==> config.mk <==
export PLATFORM = sky130hd
export DESIGN_NAME = ssp_core
export DESIGN_NICKNAME = d
export VERILOG_FILES = /design/src/ssp_pkg.sv /design/src/ssp_buf.sv /design/src/ssp_core.sv
export VERILOG_INCLUDE_DIRS = /design/src
export SDC_FILE = /design/constraint.sdc
export NUM_CORES = 2
export LEC_CHECK = 0
export BUFFER_PORTS_ARGS = -buffer_cell sky130_fd_sc_hd__buf_2
export CORE_MARGIN = 5
export CORE_UTILIZATION = 35
export DETAILED_ROUTE_END_ITERATION = 16
export PLACE_DENSITY_LB_ADDON = 0.3
export SYNTH_ARGS = -nofsm -noshare
export SYNTH_HDL_FRONTEND = slang
export SYNTH_SLANG_ARGS = --single-unit
==> constraint.sdc <==
create_clock -name CORE_CLK -period 5.3 [get_ports CORE_CLK]
set_clock_uncertainty 0.05 [all_clocks]
set_input_delay 1.06 -clock CORE_CLK [delete_from_list [all_inputs] [get_ports CORE_CLK]]
set_output_delay 1.06 -clock CORE_CLK [all_outputs]
set_load 0.005 [all_outputs]
==> src/ssp_cfg.svh <==
// Constants of the stacked serial packet layer: offsets, fields, reset values.
// Assumes it is included by bare name; holds definitions only.
//
// What this block does
// - Addressed write takes data from host input as base device, else from south input
// - Bad or missing write check asserts south alert
// - Valid-address devices accept broadcast address writes
// - One data byte; first byte address and direction
// - Packet: address, offset, count, data, check byte
// - Check byte is CRC-8, poly 07, MSB first
// - Data supplier appends the check byte
// - Read check covers header and data, not filler
// - Check verified when chip-select ends packet
// - Bad check: discard, flag fault, latch fault
// - Fault flag holds until fault register write or reset
// - Reset clears flag, address, raises south alert
// - Address zero keeps north chip-select low
// - Valid address passes chip-select north
// - Valid addresses run 01 to 3E
// - Zero-address device blocks traffic going north
// - Address write sets assigned bit and clears the unaddressed alert
// - Reserved registers and bits read zero
// - Status registers reinitialised by reset only
// - Write held until check passes, else dropped
// - Serial mode 1, MSB first
// - Host chip-select assert resynchronises the receiver
// - Vertical chip-select is active high
`ifndef SSP_CFG_SVH
`define SSP_CFG_SVH

// ---------------------------------------------------------------
// Addressing
// ---------------------------------------------------------------
`define SSP_ADDR_W 6
`define SSP_BCAST 6'h3F
`define SSP_ADDR_MIN 6'h01
`define SSP_ADDR_MAX 6'h3E
`define SSP_REG_DEPTH 64

// ---------------------------------------------------------------
// Register offsets and fields
// ---------------------------------------------------------------
`define SSP_REG_DEV_STATUS 6'h00
`define SSP_REG_ALERT 6'h20
`define SSP_REG_FAULT 6'h21
`define SSP_REG_ADDR 6'h3B
`define SSP_REG_RESET 6'h3C
`define SSP_RSV0_LO 6'h13
`define SSP_RSV0_HI 6'h1F
`define SSP_RSV1_LO 6'h26
`define SSP_RSV1_HI 6'h2F
`define SSP_RSV2_LO 6'h35
`define SSP_RSV2_HI 6'h39
`define SSP_RSV3 6'h3E
`define SSP_AR_BIT 7
`define SSP_FAULT_CRC_BIT 0
`define SSP_RST_ALERT 8'h80
`define SSP_RST_FAULT 8'h08
`define SSP_RESET_KEY 8'hA5

// ---------------------------------------------------------------
// Packet and check byte
// ---------------------------------------------------------------
`define SSP_POLY 8'h07
`define SSP_WR_BYTES 8'h03
`define SSP_WR_BYTES_CRC 8'h04
`define SSP_LEN_BYTE 8'h02

`endif

==> src/ssp_pkg.sv <==
// Types of the stacked serial packet layer.
// Assumes ssp_cfg.svh for numeric constants.
package ssp_pkg;

    // ---------------------------------------------------------------
    // Packet phase
    // ---------------------------------------------------------------
    typedef enum logic [2:0] {
        SSP_IDLE = 3'b001,
        SSP_RECV = 3'b010,
        SSP_SEND = 3'b100
    } ssp_state_t;

endpackage

==> src/ssp_buf.sv <==
// Small FIFO with valid/ready on both sides.
// Assumes one clock, async active-low reset, clock enable freezing state.
`timescale 1ns/1ps
`default_nettype none
module ssp_buf #(
    parameter int W = 14,
    parameter int DEPTH = 2
) (
    input wire logic clk,
    input wire logic rst_n,
    input wire logic ce,
    input wire logic in_valid,
    output logic in_ready,
    input wire logic [W-1:0] in_data,
    output logic out_valid,
    input wire logic out_ready,
    output logic [W-1:0] out_data
);
    localparam int PW = (DEPTH > 1) ? $clog2(DEPTH) : 1;

    logic [W-1:0] mem_q [DEPTH];
    logic [PW-1:0] wp_q;
    logic [PW-1:0] rp_q;
    logic [PW:0] cnt_q;
    wire push = in_valid & in_ready;
    wire pop = out_valid & out_ready;

    function automatic logic [PW-1:0] nxt(input logic [PW-1:0] p);
        return (p == PW'(DEPTH - 1)) ? '0 : p + PW'(1);
    endfunction

    assign in_ready = cnt_q < (PW + 1)'(DEPTH);
    assign out_valid = cnt_q != '0;
    assign out_data = mem_q[rp_q];

    always_ff @(posedge clk) begin
        if (ce && push) begin
            mem_q[wp_q] <= in_data;
        end
    end

    always_ff @(posedge clk or negedge rst_n) begin
        if (!rst_n) begin
            wp_q <= '0;
            rp_q <= '0;
            cnt_q <= '0;
        end else if (ce) begin
            if (push) begin
                wp_q <= nxt(wp_q);
            end
            if (pop) begin
                rp_q <= nxt(rp_q);
            end
            if (push && !pop) begin
                cnt_q <= cnt_q + (PW + 1)'(1);
            end else if (pop && !push) begin
                cnt_q <= cnt_q - (PW + 1)'(1);
            end
        end
    end
endmodule // ssp_buf
`default_nettype wire

==> src/ssp_core.sv <==
// Packet layer of one device in a stacked serial chain.
// Assumes link pins are asynchronous to CORE_CLK and slow enough to be
// oversampled; ssp_pkg and ssp_buf compiled before this file.
`timescale 1ns/1ps
`default_nettype none
`include "ssp_cfg.svh"
module ssp_core #(
    parameter int BUF_DEPTH = 2
) (
    input wire logic CORE_CLK,
    input wire logic RESET_N,
    input wire logic CLK_EN,
    input wire logic BASE_SEL,
    input wire logic HOST_CS_N,
    input wire logic HOST_SCLK,
    input wire logic HOST_DATA_IN,
    input wire logic SOUTH_CS,
    input wire logic SOUTH_SCLK,
    input wire logic SOUTH_DATA_IN,
    input wire logic NORTH_DATA_IN,
    input wire logic NORTH_ALERT,
    input wire logic CHECK_BYTE_DISABLE,
    input wire logic WR_READY,
    output logic HOST_DATA_OUT,
    output logic HOST_DATA_OE,
    output logic SOUTH_DATA_OUT,
    output logic HOST_ALERT,
    output logic SOUTH_ALERT,
    output logic NORTH_CS,
    output logic NORTH_SCLK,
    output logic NORTH_DATA_OUT,
    output logic FAULT,
    output logic ADDRESS_ASSIGNED_FLAG,
    output logic [5:0] DEVICE_ADDR,
    output logic WR_VALID,
    output logic [5:0] WR_ADDR,
    output logic [7:0] WR_DATA
);

    // ---------------------------------------------------------------
    // Helpers
    // ---------------------------------------------------------------
    function automatic logic [7:0] crc8(input logic [7:0] c, input logic [7:0] b);
        logic [7:0] r;
        r = c ^ b;
        for (int i = 0; i < 8; i++) begin
            r = r[7] ? ({r[6:0], 1'b0} ^ `SSP_POLY) : {r[6:0], 1'b0};
        end
        return r;
    endfunction

    function automatic logic in_rng(input logic [5:0] a, input logic [5:0] lo,
                                    input logic [5:0] hi);
        return (a >= lo) && (a <= hi);
    endfunction

    // ---------------------------------------------------------------
    // Pin synchronisers
    // ---------------------------------------------------------------
    logic [8:0] sync1_q;
    logic [8:0] sync2_q;
    wire [8:0] pins = {NORTH_ALERT, NORTH_DATA_IN, SOUTH_DATA_IN, SOUTH_SCLK, SOUTH_CS,
                       HOST_DATA_IN, HOST_SCLK, HOST_CS_N, BASE_SEL};

    always_ff @(posedge CORE_CLK or negedge RESET_N) begin
        if (!RESET_N) begin
            sync1_q <= 9'h002;
            sync2_q <= 9'h002;
        end else if (CLK_EN) begin
            sync1_q <= pins;
            sync2_q <= sync1_q;
        end
    end

    wire base = sync2_q[0];
    wire north_alert = sync2_q[8];
    wire north_din = sync2_q[7];
    // Host select is active low, vertical select active high
    wire cs_act = base ? ~sync2_q[1] : sync2_q[4];
    wire sclk = base ? sync2_q[2] : sync2_q[5];
    wire din = base ? sync2_q[3] : sync2_q[6];

    // ---------------------------------------------------------------
    // Edge detection
    // ---------------------------------------------------------------
    logic cs_prev_q;
    logic sclk_prev_q;

    always_ff @(posedge CORE_CLK or negedge RESET_N) begin
        if (!RESET_N) begin
            cs_prev_q <= 1'b0;
            sclk_prev_q <= 1'b0;
        end else if (CLK_EN) begin
            cs_prev_q <= cs_act;
            sclk_prev_q <= sclk;
        end
    end

    wire cs_rise = cs_act & ~cs_prev_q;
    wire cs_fall = ~cs_act & cs_prev_q;
    // Mode 1: sample on falling, shift out on rising
    wire sck_fall = sclk_prev_q & ~sclk & cs_act;
    wire sck_rise = ~sclk_prev_q & sclk & cs_act;

    // ---------------------------------------------------------------
    // Device state registers
    // ---------------------------------------------------------------
    ssp_pkg::ssp_state_t state_q;
    ssp_pkg::ssp_state_t state_d;
    logic [5:0] addr_q;
    logic ar_q;
    logic [7:0] fault_q;
    logic [7:0] regs_q [`SSP_REG_DEPTH];

    wire addr_valid = in_rng(addr_q, `SSP_ADDR_MIN, `SSP_ADDR_MAX);

    // ---------------------------------------------------------------
    // Receiver
    // ---------------------------------------------------------------
    logic [2:0] bit_cnt_q;
    logic [6:0] rx_sr_q;
    logic [7:0] byte_cnt_q;
    logic [7:0] hdr_q;
    logic [7:0] off_q;
    logic [7:0] b2_q;
    logic [7:0] crc_q;

    wire in_pkt = state_q != ssp_pkg::SSP_IDLE;
    wire byte_done = sck_fall & in_pkt & (bit_cnt_q == 3'h7);
    wire [7:0] byte_in = {rx_sr_q, din};
    wire [7:0] crc_next = crc8(crc_q, byte_in);
    wire [5:0] hdr_addr = hdr_q[6:1];
    wire hdr_ok = ~hdr_q[7] & (byte_cnt_q != 8'h00);
    wire is_wr = hdr_q[0];
    wire hit_rd = hdr_ok & ~is_wr & (hdr_addr == addr_q);
    wire bcast_hit = (hdr_addr == `SSP_BCAST) & addr_valid;
    wire hit_wr = hdr_ok & is_wr & ((hdr_addr == addr_q) | bcast_hit);
    wire [7:0] byte_cnt_inc = (byte_cnt_q == 8'hFF) ? byte_cnt_q : byte_cnt_q + 8'h01;

    // Any new select restarts the receiver from bit zero
    always_ff @(posedge CORE_CLK or negedge RESET_N) begin
        if (!RESET_N) begin
            bit_cnt_q <= 3'h0;
            rx_sr_q <= 7'h00;
            byte_cnt_q <= 8'h00;
        end else if (CLK_EN) begin
            if (cs_rise) begin
                bit_cnt_q <= 3'h0;
                byte_cnt_q <= 8'h00;
            end else if (sck_fall && in_pkt) begin
                bit_cnt_q <= bit_cnt_q + 3'h1;
                rx_sr_q <= byte_in[6:0];
                if (byte_done) begin
                    byte_cnt_q <= byte_cnt_inc;
                end
            end
        end
    end

    // Header capture and running check; filler after header is excluded
    always_ff @(posedge CORE_CLK or negedge RESET_N) begin
        if (!RESET_N) begin
            hdr_q <= 8'h00;
            off_q <= 8'h00;
            b2_q <= 8'h00;
            crc_q <= 8'h00;
        end else if (CLK_EN) begin
            if (cs_rise) begin
                crc_q <= 8'h00;
            end else if (byte_done && state_q == ssp_pkg::SSP_RECV) begin
                crc_q <= crc_next;
                if (byte_cnt_q == 8'h00) begin
                    hdr_q <= byte_in;
                end
                if (byte_cnt_q == 8'h01) begin
                    off_q <= byte_in;
                end
                if (byte_cnt_q == `SSP_LEN_BYTE) begin
                    b2_q <= byte_in;
                end
            end
        end
    end

    // ---------------------------------------------------------------
    // Packet phase
    // ---------------------------------------------------------------
    wire go_send = byte_done & (byte_cnt_q == `SSP_LEN_BYTE) & hit_rd;

    always_comb begin
        state_d = state_q;
        unique case (state_q)
            ssp_pkg::SSP_IDLE: if (cs_rise) state_d = ssp_pkg::SSP_RECV;
            ssp_pkg::SSP_RECV: begin
                if (cs_fall) state_d = ssp_pkg::SSP_IDLE;
                else if (go_send) state_d = ssp_pkg::SSP_SEND;
            end
            ssp_pkg::SSP_SEND: if (cs_fall) state_d = ssp_pkg::SSP_IDLE;
            default: state_d = ssp_pkg::SSP_IDLE;
        endcase
    end

    always_ff @(posedge CORE_CLK or negedge RESET_N) begin
        if (!RESET_N) begin
            state_q <= ssp_pkg::SSP_IDLE;
        end else if (CLK_EN) begin
            state_q <= state_d;
        end
    end

    // ---------------------------------------------------------------
    // Read data and transmitter
    // ---------------------------------------------------------------
    logic [7:0] tx_sr_q;
    logic [7:0] tx_crc_q;
    logic [8:0] tx_idx_q;
    logic dout_q;

    wire [5:0] rd_addr = off_q[5:0] + tx_idx_q[5:0];
    wire rd_rsv = in_rng(rd_addr, `SSP_RSV0_LO, `SSP_RSV0_HI)
                | in_rng(rd_addr, `SSP_RSV1_LO, `SSP_RSV1_HI)
                | in_rng(rd_addr, `SSP_RSV2_LO, `SSP_RSV2_HI)
                | (rd_addr == `SSP_RSV3) | (rd_addr == `SSP_REG_RESET);
    wire [7:0] ar_field = 8'(ar_q) << `SSP_AR_BIT;
    wire [7:0] rd_data = rd_rsv ? 8'h00
                       : (rd_addr == `SSP_REG_DEV_STATUS) ? ar_field
                       : (rd_addr == `SSP_REG_FAULT) ? fault_q
                       : (rd_addr == `SSP_REG_ADDR) ? (ar_field | {2'b00, addr_q})
                       : regs_q[rd_addr];
    wire tx_load = go_send | (byte_done & state_q == ssp_pkg::SSP_SEND);
    wire [7:0] tx_seed = (state_q == ssp_pkg::SSP_RECV) ? crc_next : tx_crc_q;
    wire [7:0] tx_len = (state_q == ssp_pkg::SSP_RECV) ? byte_in : b2_q;
    wire tx_more = tx_idx_q < {1'b0, tx_len};
    wire tx_crc_turn = (tx_idx_q == {1'b0, tx_len}) & ~CHECK_BYTE_DISABLE;
    wire [7:0] tx_byte = tx_more ? rd_data : tx_crc_turn ? tx_seed : 8'h00;

    always_ff @(posedge CORE_CLK or negedge RESET_N) begin
        if (!RESET_N) begin
            tx_sr_q <= 8'h00;
            tx_crc_q <= 8'h00;
            tx_idx_q <= 9'h000;
            dout_q <= 1'b0;
        end else if (CLK_EN) begin
            if (cs_rise) begin
                tx_idx_q <= 9'h000;
                dout_q <= 1'b0;
            end else if (tx_load) begin
                tx_sr_q <= tx_byte;
                tx_crc_q <= crc8(tx_seed, rd_data);
                if (tx_more || tx_crc_turn) begin
                    tx_idx_q <= tx_idx_q + 9'h001;
                end
            end else if (sck_rise && state_q == ssp_pkg::SSP_SEND) begin
                dout_q <= tx_sr_q[7];
                tx_sr_q <= {tx_sr_q[6:0], 1'b0};
            end
        end
    end

    // ---------------------------------------------------------------
    // End of packet: check and hold the write
    // ---------------------------------------------------------------
    wire wr_end = cs_fall & (state_q == ssp_pkg::SSP_RECV) & hit_wr & (bit_cnt_q == 3'h0);
    wire wr_good = CHECK_BYTE_DISABLE ? (byte_cnt_q == `SSP_WR_BYTES)
                 : (byte_cnt_q == `SSP_WR_BYTES_CRC) & (crc_q == 8'h00);
    wire crc_fail = cs_fall & (state_q == ssp_pkg::SSP_RECV) & hit_wr
                  & ~CHECK_BYTE_DISABLE & ~(wr_good & bit_cnt_q == 3'h0);
    logic pend_q;
    logic [13:0] pend_word_q;
    wire buf_in_ready;
    wire buf_out_valid;
    wire [13:0] buf_out_data;
    wire pop = buf_out_valid & (~WR_VALID | WR_READY);

    // Write waits here until the buffer can take it
    always_ff @(posedge CORE_CLK or negedge RESET_N) begin
        if (!RESET_N) begin
            pend_q <= 1'b0;
            pend_word_q <= 14'h0000;
        end else if (CLK_EN) begin
            if (wr_end && wr_good) begin
                pend_q <= 1'b1;
                pend_word_q <= {off_q[5:0], b2_q};
            end else if (buf_in_ready) begin
                pend_q <= 1'b0;
            end
        end
    end

    ssp_buf #(
        .W(14),
        .DEPTH(BUF_DEPTH)
    ) u_buf (
        .clk(CORE_CLK),
        .rst_n(RESET_N),
        .ce(CLK_EN),
        .in_valid(pend_q),
        .in_ready(buf_in_ready),
        .in_data(pend_word_q),
        .out_valid(buf_out_valid),
        .out_ready(~WR_VALID | WR_READY),
        .out_data(buf_out_data)
    );

    // ---------------------------------------------------------------
    // Register update
    // ---------------------------------------------------------------
    wire [5:0] ap_addr = buf_out_data[13:8];
    wire [7:0] ap_data = buf_out_data[7:0];
    wire soft_rst = pop & (ap_addr == `SSP_REG_RESET) & (ap_data == `SSP_RESET_KEY);
    wire ap_fault = pop & (ap_addr == `SSP_REG_FAULT);
    wire [7:0] crc_bit = 8'(1) << `SSP_FAULT_CRC_BIT;
    wire [7:0] fault_base = soft_rst ? `SSP_RST_FAULT : ap_fault ? ap_data : fault_q;
    // A failure in the clearing cycle still sets the flag
    wire [7:0] fault_d = crc_fail ? (fault_base | crc_bit) : fault_base;

    always_ff @(posedge CORE_CLK or negedge RESET_N) begin
        if (!RESET_N) begin
            addr_q <= 6'h00;
            ar_q <= 1'b0;
            fault_q <= `SSP_RST_FAULT;
        end else if (CLK_EN) begin
            fault_q <= fault_d;
            if (soft_rst) begin
                addr_q <= 6'h00;
                ar_q <= 1'b0;
            end else if (pop && ap_addr == `SSP_REG_ADDR) begin
                addr_q <= ap_data[5:0];
                ar_q <= 1'b1;
            end
        end
    end

    always_ff @(posedge CORE_CLK or negedge RESET_N) begin
        if (!RESET_N) begin
            for (int i = 0; i < `SSP_REG_DEPTH; i++) begin
                regs_q[i] <= (6'(i) == `SSP_REG_ALERT) ? `SSP_RST_ALERT : 8'h00;
            end
        end else if (CLK_EN) begin
            if (soft_rst) begin
                for (int i = 0; i < `SSP_REG_DEPTH; i++) begin
                    regs_q[i] <= (6'(i) == `SSP_REG_ALERT) ? `SSP_RST_ALERT : 8'h00;
                end
            end else if (pop) begin
                regs_q[ap_addr] <= ap_data;
            end
        end
    end

    always_ff @(posedge CORE_CLK or negedge RESET_N) begin
        if (!RESET_N) begin
            WR_VALID <= 1'b0;
            WR_ADDR <= 6'h00;
            WR_DATA <= 8'h00;
        end else if (CLK_EN) begin
            if (pop) begin
                WR_VALID <= 1'b1;
                WR_ADDR <= ap_addr;
                WR_DATA <= ap_data;
            end else if (WR_READY) begin
                WR_VALID <= 1'b0;
            end
        end
    end

    // ---------------------------------------------------------------
    // Pin outputs
    // ---------------------------------------------------------------
    wire sending = state_q == ssp_pkg::SSP_SEND;
    wire pass_up = addr_valid & cs_act;
    wire down_bit = sending ? dout_q : (addr_valid & north_din);
    // Alert held while unaddressed, on a bad write, or passed from above
    wire alert_d = north_alert | ~ar_q | fault_q[`SSP_FAULT_CRC_BIT];

    always_ff @(posedge CORE_CLK or negedge RESET_N) begin
        if (!RESET_N) begin
            NORTH_CS <= 1'b0;
            NORTH_SCLK <= 1'b0;
            NORTH_DATA_OUT <= 1'b0;
            SOUTH_DATA_OUT <= 1'b0;
            HOST_DATA_OUT <= 1'b0;
            HOST_DATA_OE <= 1'b0;
            SOUTH_ALERT <= 1'b1;
            HOST_ALERT <= 1'b1;
            FAULT <= 1'b0;
            ADDRESS_ASSIGNED_FLAG <= 1'b0;
            DEVICE_ADDR <= 6'h00;
        end else if (CLK_EN) begin
            NORTH_CS <= pass_up;
            NORTH_SCLK <= pass_up & sclk;
            NORTH_DATA_OUT <= pass_up & din;
            SOUTH_DATA_OUT <= down_bit;
            HOST_DATA_OUT <= down_bit;
            HOST_DATA_OE <= base & cs_act;
            SOUTH_ALERT <= alert_d;
            HOST_ALERT <= alert_d;
            FAULT <= fault_q[`SSP_FAULT_CRC_BIT];
            ADDRESS_ASSIGNED_FLAG <= ar_q;
            DEVICE_ADDR <= addr_q;
        end
    end

endmodule // ssp_core
`default_nettype wire

After elaboration in Yosys (flattened, before gate mapping)
Memories as Yosys holds them, arrays and structs flattened.
Cells that the tools add are included.
{"block": "classes", "n_addsub": 8, "magnitude_cmp": 13, "n_eq_ne": 26, "muxes": 75, "bitwise_logic": 77, "reduce_logical": 56}
{"operator": "two-way mux 512 bit", "n": 2}
{"operator": "bitwise mux 512 bit", "n": 1}
{"operator": "two-way mux 8 bit", "n": 21}
{"operator": "two-way mux 3 bit", "n": 22}
{"operator": "binary-select mux 8 bit (select 6 bit)", "n": 1}
{"operator": "demux 8 bit (select 6 bit)", "n": 1}
{"operator": "== test 6 bit (second input constant)", "n": 8}
{"operator": "inverter 3 bit", "n": 16}
{"operator": "bitwise AND 1 bit", "n": 35}
{"operator": "two-way mux 9 bit", "n": 3}
{"operator": "nonzero test 2 bit", "n": 13}
{"operator": "AND reduction 2 bit", "n": 11}
{"operator": "AND reduction 4 bit", "n": 5}
{"operator": "two-way mux 1 bit", "n": 19}
{"operator": "less-or-equal comparator 6 bit (second input constant)", "n": 3}
{"operator": "== test 8 x 2 -> 1 bit (second input constant)", "n": 2}
{"operator": "== test 8 bit (second input constant)", "n": 2}
{"operator": "zero test 8 bit", "n": 2}
{"operator": "bitwise XOR 8 bit", "n": 2}
{"operator": "AND reduction 3 bit", "n": 5}
{"operator": ">= comparator 7 bit (second input constant)", "n": 2}
{"operator": "inverter 6 -> 7 bit", "n": 2}
{"operator": "logical AND 1 bit", "n": 13}
{"operator": ">= comparator 6 bit (second input constant)", "n": 2}
{"operator": "35 further kinds", "n": 62}
{"block": "word_totals", "regBits": 672, "ramBits": 28, "inputBits": 14, "out_inout_bits": 31, "word_cells": 357, "n_memories": 1}
{"memory": "u_buf.mem_q", "depth": 2, "width": 14, "read_ports": 1, "rd_ports_with_merged_regs": 0, "wr": 1, "line": "ssp_buf.sv:21", "source": "logic [W-1:0] mem_q [DEPTH];"}

Longest topological paths before layout
{"block": "depth", "depth_word": 36, "ltp_mapped": 18}

Modules after synthesis
From an unflattened synthesis, not the netlist that was laid out.
{"block": "unflattened", "cells_unflattened": 3062, "area_unflattened_um2": 33201.8}
{"mod": "ssp_core", "instances": 1, "cells_each": 2998, "area_per_inst_um2": 31930.6, "seq_area_each_um2": 16623.4}
{"mod": "ssp_buf", "instances": 1, "cells_each": 64, "area_per_inst_um2": 1271.2, "seq_area_each_um2": 940.9}

Least setup slack after synthesis
OpenSTA, ideal clock, no wires.
{"block": "synth_path", "kind": "register to register", "from": "register tx_idx_q[0]", "to": "register tx_crc_q[6]", "setup_ns": 0.125, "t_arrival_ns": 3.651, "required_time_ns": 5.125, "path_slack_ns": 1.474, "path_stages_with_launch": 17, "period_less_slack_ns": 3.826, "path_cell_list": "dfrtp_1 -> ha_1 -> fa_1 -> buf_2 -> clkbuf_1 -> buf_2 -> buf_2 -> mux4_2 -> o21ai_0 -> nand3_1 -> nand4_1 -> o41ai_4 -> nand3_1 -> nor3b_2 -> xnor2_2 -> xnor2_1 -> mux2_2"}
{"block": "synth_between", "elab_chain_len": 15, "elab_cells_between_ends": 33}
{"item": "from (decl)", "line": "ssp_core.sv:216", "source": "logic [8:0] tx_idx_q;"}
{"item": "from (signal assigned)", "line": "ssp_core.sv:251", "source": "tx_idx_q <= tx_idx_q + 9'h001;"}
{"item": "adder 6 bit (*)", "line": "ssp_core.sv:219", "source": "wire [5:0] rd_addr = off_q[5:0] + tx_idx_q[5:0];"}
{"item": "inverter 6 -> 7 bit (implied by the code)", "line": "ssp_core.sv:229", "source": ": regs_q[rd_addr];"}
{"item": "binary-select mux 8 bit (select 6 bit)", "line": "ssp_core.sv:229"}
{"item": "two-way mux 8 bit (implied by the code) (2 in a row)", "line": "ssp_core.sv:229"}
{"item": "two-way mux 8 bit", "line": "ssp_core.sv:228", "source": ": (rd_addr == `SSP_REG_ADDR) ? (ar_field | {2'b00, addr_q})"}
{"item": "two-way mux 8 bit", "line": "ssp_core.sv:227", "source": ": (rd_addr == `SSP_REG_FAULT) ? fault_q"}
{"item": "two-way mux 8 bit", "line": "ssp_core.sv:226", "source": ": (rd_addr == `SSP_REG_DEV_STATUS) ? ar_field"}
{"item": "two-way mux 8 bit (*)", "line": "ssp_core.sv:225", "source": "wire [7:0] rd_data = rd_rsv ? 8'h00"}
{"item": "bitwise XOR 8 bit (*)", "line": "ssp_core.sv:45", "source": "r = c ^ b;"}
{"item": "two-way mux 3 bit", "line": "ssp_core.sv:47", "source": "r = r[7] ? ({r[6:0], 1'b0} ^ `SSP_POLY) : {r[6:0], 1'b0};"}
{"item": "inverter 3 bit (no source line)"}
{"item": "two-way mux 3 bit", "line": "ssp_core.sv:47"}
{"item": "inverter 3 bit (no source line)"}
{"item": "two-way mux 3 bit (*)", "line": "ssp_core.sv:47"}
{"item": "to (signal assigned)", "line": "ssp_core.sv:249", "source": "tx_crc_q <= crc8(tx_seed, rd_data);"}
{"item": "to (decl)", "line": "ssp_core.sv:215", "source": "logic [7:0] tx_crc_q;"}
Every way passes the cells marked *; elsewhere a longest branch is shown, timed or not. The select of a mux whose other input is x is not followed.
A chain may end at the register's enable or synchronous reset.

Worst setup path in the final report
{"block": "layout_path", "from": "register tx_idx_q[0]", "to": "register tx_crc_q[3]"}
The elaborated chain is that of the path after synthesis.

==> results by group <==
Pwr
  • Total power density per cell area: approximately 320 nW/µm²
  • Static Leakage: between 15 and 20 nW
  • Maximum resistive drop on vdd: around 0.25 mV

Critical path
  • Type of element launching the critical path: flop
  • Biggest cell delay along the critical path: 1.14 ns
  • Critical path type: flop to flop
  • Critical Path Slowest Stage Cell: sky130_fd_sc_hd__fa_4
  • Critical path launch point: tx_idx_q[0]$_DFFE_PN0P_
  • Critical Path Fanout Max: 29
  • Crit path DAT: around 5.3 ns
  • R2r startpoint: tx_idx_q[0]$_DFFE_PN0P_
  • R2R Setup Slk: slightly above 0.5 ns
  • Element type at the critical path end: flop
  • FF-to-FF path depth: 12
  • Critical register-to-register path endpoint: tx_crc_q[3]$_DFFE_PN0P_
  • Cell-by-cell trace of the critical path: ha_4, fa_4, buf_4, mux4_2, mux4_2, nand2_1, a21oi_1, o31ai_1, xnor2_1, xnor2_1, xnor3_1, o21ai_1
  • Worst EP required: 5.80 ns

Die
  • Vertical die dimension: around 310 µm
  • Number of top-level pins: 45
  • Die ar.: roughly 98000 µm²
  • Effective utilization at floorplan: about a third
  • Cell Rows: between 100 and 150
  • Horiz. Die Dim: roughly 310 µm
  • Core area: ~92000 µm²

Global routing
  • Largest net degree at the start of global routing: 115
  • Total grt overflow: 0
  • Number of antenna violations at the first check in global routing: 2
  • Total track usage: between 20% and 30%
  • Number of global-route vias before repair: around 24000
  • Wire length of the first global-routing pass: about 150000 µm

STA
  • Final Hold Viols: 0
  • Max Slew Vio Count: 0
  • Setup TNS Final: 0 ns
  • Unrepaired setup endpoints after global routing: false
  • Number of setup violations in the final report: 0
  • Maximum achievable frequency: about 0.21 GHz
  • Smallest setup slack after layout: between 0.5 and 0.6 ns
  • Share of the clock period used by the worst path: 90.2%
  • Slew at the pin with the worst max-slew slack: 1.20 ns
  • Tmin final: approximately 4.8 ns
  • Relative slew slack: between 20% and 30%

Synthesis
  • Cell taking the most area after synthesis: sky130_fd_sc_hd__dfrtp_1
  • Most common cell in the netlist: sky130_fd_sc_hd__dfrtp_1
  • Post-synth top cells: sky130_fd_sc_hd__dfrtp_1 (664), sky130_fd_sc_hd__nand2_1 (556), sky130_fd_sc_hd__o21ai_0 (414)
  • Largest cells by area after synthesis: sky130_fd_sc_hd__dfrtp_1 (51%), sky130_fd_sc_hd__mux4_2 (9.5%), sky130_fd_sc_hd__nand2_1 (6.5%)
  • Synth Net Count: 2912
  • Share of synthesized flip-flops with an asynchronous set or reset: 96.0%
  • Count of state elements after synthesis: roughly 700
  • Top cell type's share of synthesized area: 51.4%
  • Sequential-to-total area share from yosys stat: a little over half
  • Ys Warns: 0
  • Number of unique standard cell types used by synthesis: 87
  • EDFF count, synth: 28
  • Synthesized instance count: ~2900
  • Synthesized area per cell: 11.2 µm²
  • Cell area after technology mapping: about 32000 µm²
  • Flip-flop cell with the highest count after synthesis: sky130_fd_sc_hd__dfrtp_1

Detailed routing
  • Post-route antenna net violation count: 0
  • Final routed wire length divided by cell count: around 24 µm
  • First DRT Iteration DRCs: around 2300
  • Vias per cell: between 5 and 6
  • Router iterations before antenna repair: 5
  • Total wire length: about 100000 µm
  • Total DRC errors in the routed layout: 0
  • Number of vias in the routed layout: approximately 24000

CTS
  • Clock slew at the register clock pins of the worst setup and hold paths: 0.06 ns
  • Maximum level of the CTS H-tree: 3
  • Total CTS buffers: between 70 and 80
  • Total of cells resized after clock tree synthesis: 0
  • TritonCTS clock tree: yes
  • Clock latency of the later-clocked register in the worst-skew pair: about 0.63 ns
  • Root buf cell: sky130_fd_sc_hd__clkbuf_16
  • Number of buffers added to fix hold violations after cts: 0
  • Clock sinks: about 700
  • # Post-CTS Setup Buffers: 0
  • Bufs on Longest Clock Path: 3

Cells and area
  • Final core utilization: 40.1%
  • Post-layout net count: about 3000
  • Fraction of layout instances using a drive strength above 1: approximately 17%
  • Layout overhead on the synthesized area: 13.7%
  • Fillers: approximately 9000

Placement
  • Pre-CTS setup slack: roughly 0.56 ns
  • Placer congestion estimate: 0.923
  • Post-detail-place hpwl: about 67000 µm
  • I/O Buffers: between 40 and 50

Status
  • Result of the run: completed

Job
  • Max capacitance violation total: 0

Worst hold path
  • Class of the tightest hold or removal check: input port to async pin
## layer usage
metal  up-vias  global-route usage [%]  share of wire (%)
met5         -                       0                  0
met1     12248                    28.7                 44
met2       852                    31.6                 46
li1      10535                       -                  -
met3       216                    3.21                6.3
met4         0                    7.28                3.9
## cells by family (layout without fill, tap and decap cells)
group | after synthesis | after routing | synth area share [%]
compound gates | 793 | 793 | 15.4
flops | 698 | 698 | 54.5
fa+ha+maj | 23 | 23 | 0.914
mux | 249 | 249 | 13.3
simple gates | 818 | 818 | 10.7
xor+xnor | 73 | 73 | 2.27
other cells | 0 | 1 | 0
buf+inv | 221 | 338 | 2.93
## cell type report
| class | count | area (µm²) | area share, % |
|---|---|---|---|
| clock buffers | 110 | 2210 | 6.03 |
| inverters | 68 | 255 | 0.695 |
| flip-flops and latches | 698 | 17600 | 48.0 |
| multi-input cells | 1956 | 13800 | 37.7 |
| repair buffers | 131 | 1010 | 2.75 |
| diodes | 1 | 2.50 | 0.00681 |
| clock inverters | 29 | 312 | 0.848 |
| well taps | 1186 | 1480 | 4.04 |
## worst max-delay path by stage
stage / end / cells past startpoint
after floorplan: tx_crc_q[6]$_DFFE_PN0P_ / 16
after global placement: tx_crc_q[3]$_DFFE_PN0P_ / 12
after detailed placement: tx_crc_q[3]$_DFFE_PN0P_ / 12
after CTS: tx_crc_q[3]$_DFFE_PN0P_ / 12
after global routing: tx_crc_q[3]$_DFFE_PN0P_ / 12
final: tx_crc_q[3]$_DFFE_PN0P_ / 12
## metrics by stage
step | hold slack [ns] | instance area (µm²) | total power [mW] | instances
6_report | 0.409 | 36700 | 11.8 | 4179
5_1_grt | 0.436 | 36700 | 12.2 | 4178
4_1_cts | 0.414 | 36700 | 11.8 | 4178
3_5_place_dp | 0.401 | 34200 | 6.45 | 4039
3_3_place_gp | 0.394 | 34200 | 6.45 | 4039
2_1_floorplan | 0.387 | 32300 | 6.10 | 2875
## flip-flops by register name (all words and copies together), names as in the netlist, 2 cells and up
| signal | count |
|---|---|
| WR_ADDR | 6 |
| byte_cnt_q | 8 |
| rx_sr_q | 7 |
| bit_cnt_q | 3 |
| regs_q | 510 |
| u_buf.mem_q | 28 |
| tx_idx_q | 9 |
| hdr_q | 8 |
| sync1_q | 9 |
| fault_q | 8 |
| pend_word_q | 14 |
| crc_q | 8 |
| u_buf.cnt_q | 2 |
| DEVICE_ADDR | 6 |
| state_q | 3 |
| tx_sr_q | 8 |
| addr_q | 6 |
| tx_crc_q | 8 |
| off_q | 6 |
| sync2_q | 9 |
| WR_DATA | 8 |
| b2_q | 8 |
## report_power, final
group | switching [mW] | leakage (nW) | internal [mW]
sequential | 0.0723 | 9.61 | 5.47
combinational | 0.497 | 5.13 | 0.310
clock | 2.26 | 1.24 | 3.16
## placed cells by master, fill, tap and decap left out, drive strengths merged, types with 9 or more instances in the layout
| master | instances |
|---|---|
| a21oi | 31 |
| a22o | 165 |
| a31oi | 11 |
| and3 | 10 |
| buf | 131 |
| clkbuf | 110 |
| clkinv | 18 |
| dfrtp | 664 |
| edfxtp | 28 |
| ha | 22 |
| inv | 71 |
| mux2 | 76 |
| mux2i | 37 |
| mux4 | 136 |
| nand2 | 557 |
| nand3 | 45 |
| nand4 | 17 |
| nor2 | 102 |
| nor3 | 19 |
| nor4 | 9 |
| o211ai | 10 |
| o21a | 11 |
| o21ai | 489 |
| o31ai | 10 |
| or3 | 10 |
| xnor2 | 45 |
| xor2 | 25 |
## worst max-delay path, delay by kind of cell, from the launching register on
family / cells / cell delay [ns]
buffers and inverters: 1 / 0.41
muxes: 2 / 0.83
adders and majority gates: 2 / 1.34
AOI/OAI and AO/OA: 3 / 0.81
xor gates and xnor gates: 3 / 0.70
and+or+nand+nor: 1 / 0.08
DFF: 1 / 0.45
(Power assumes the default switching activity.)
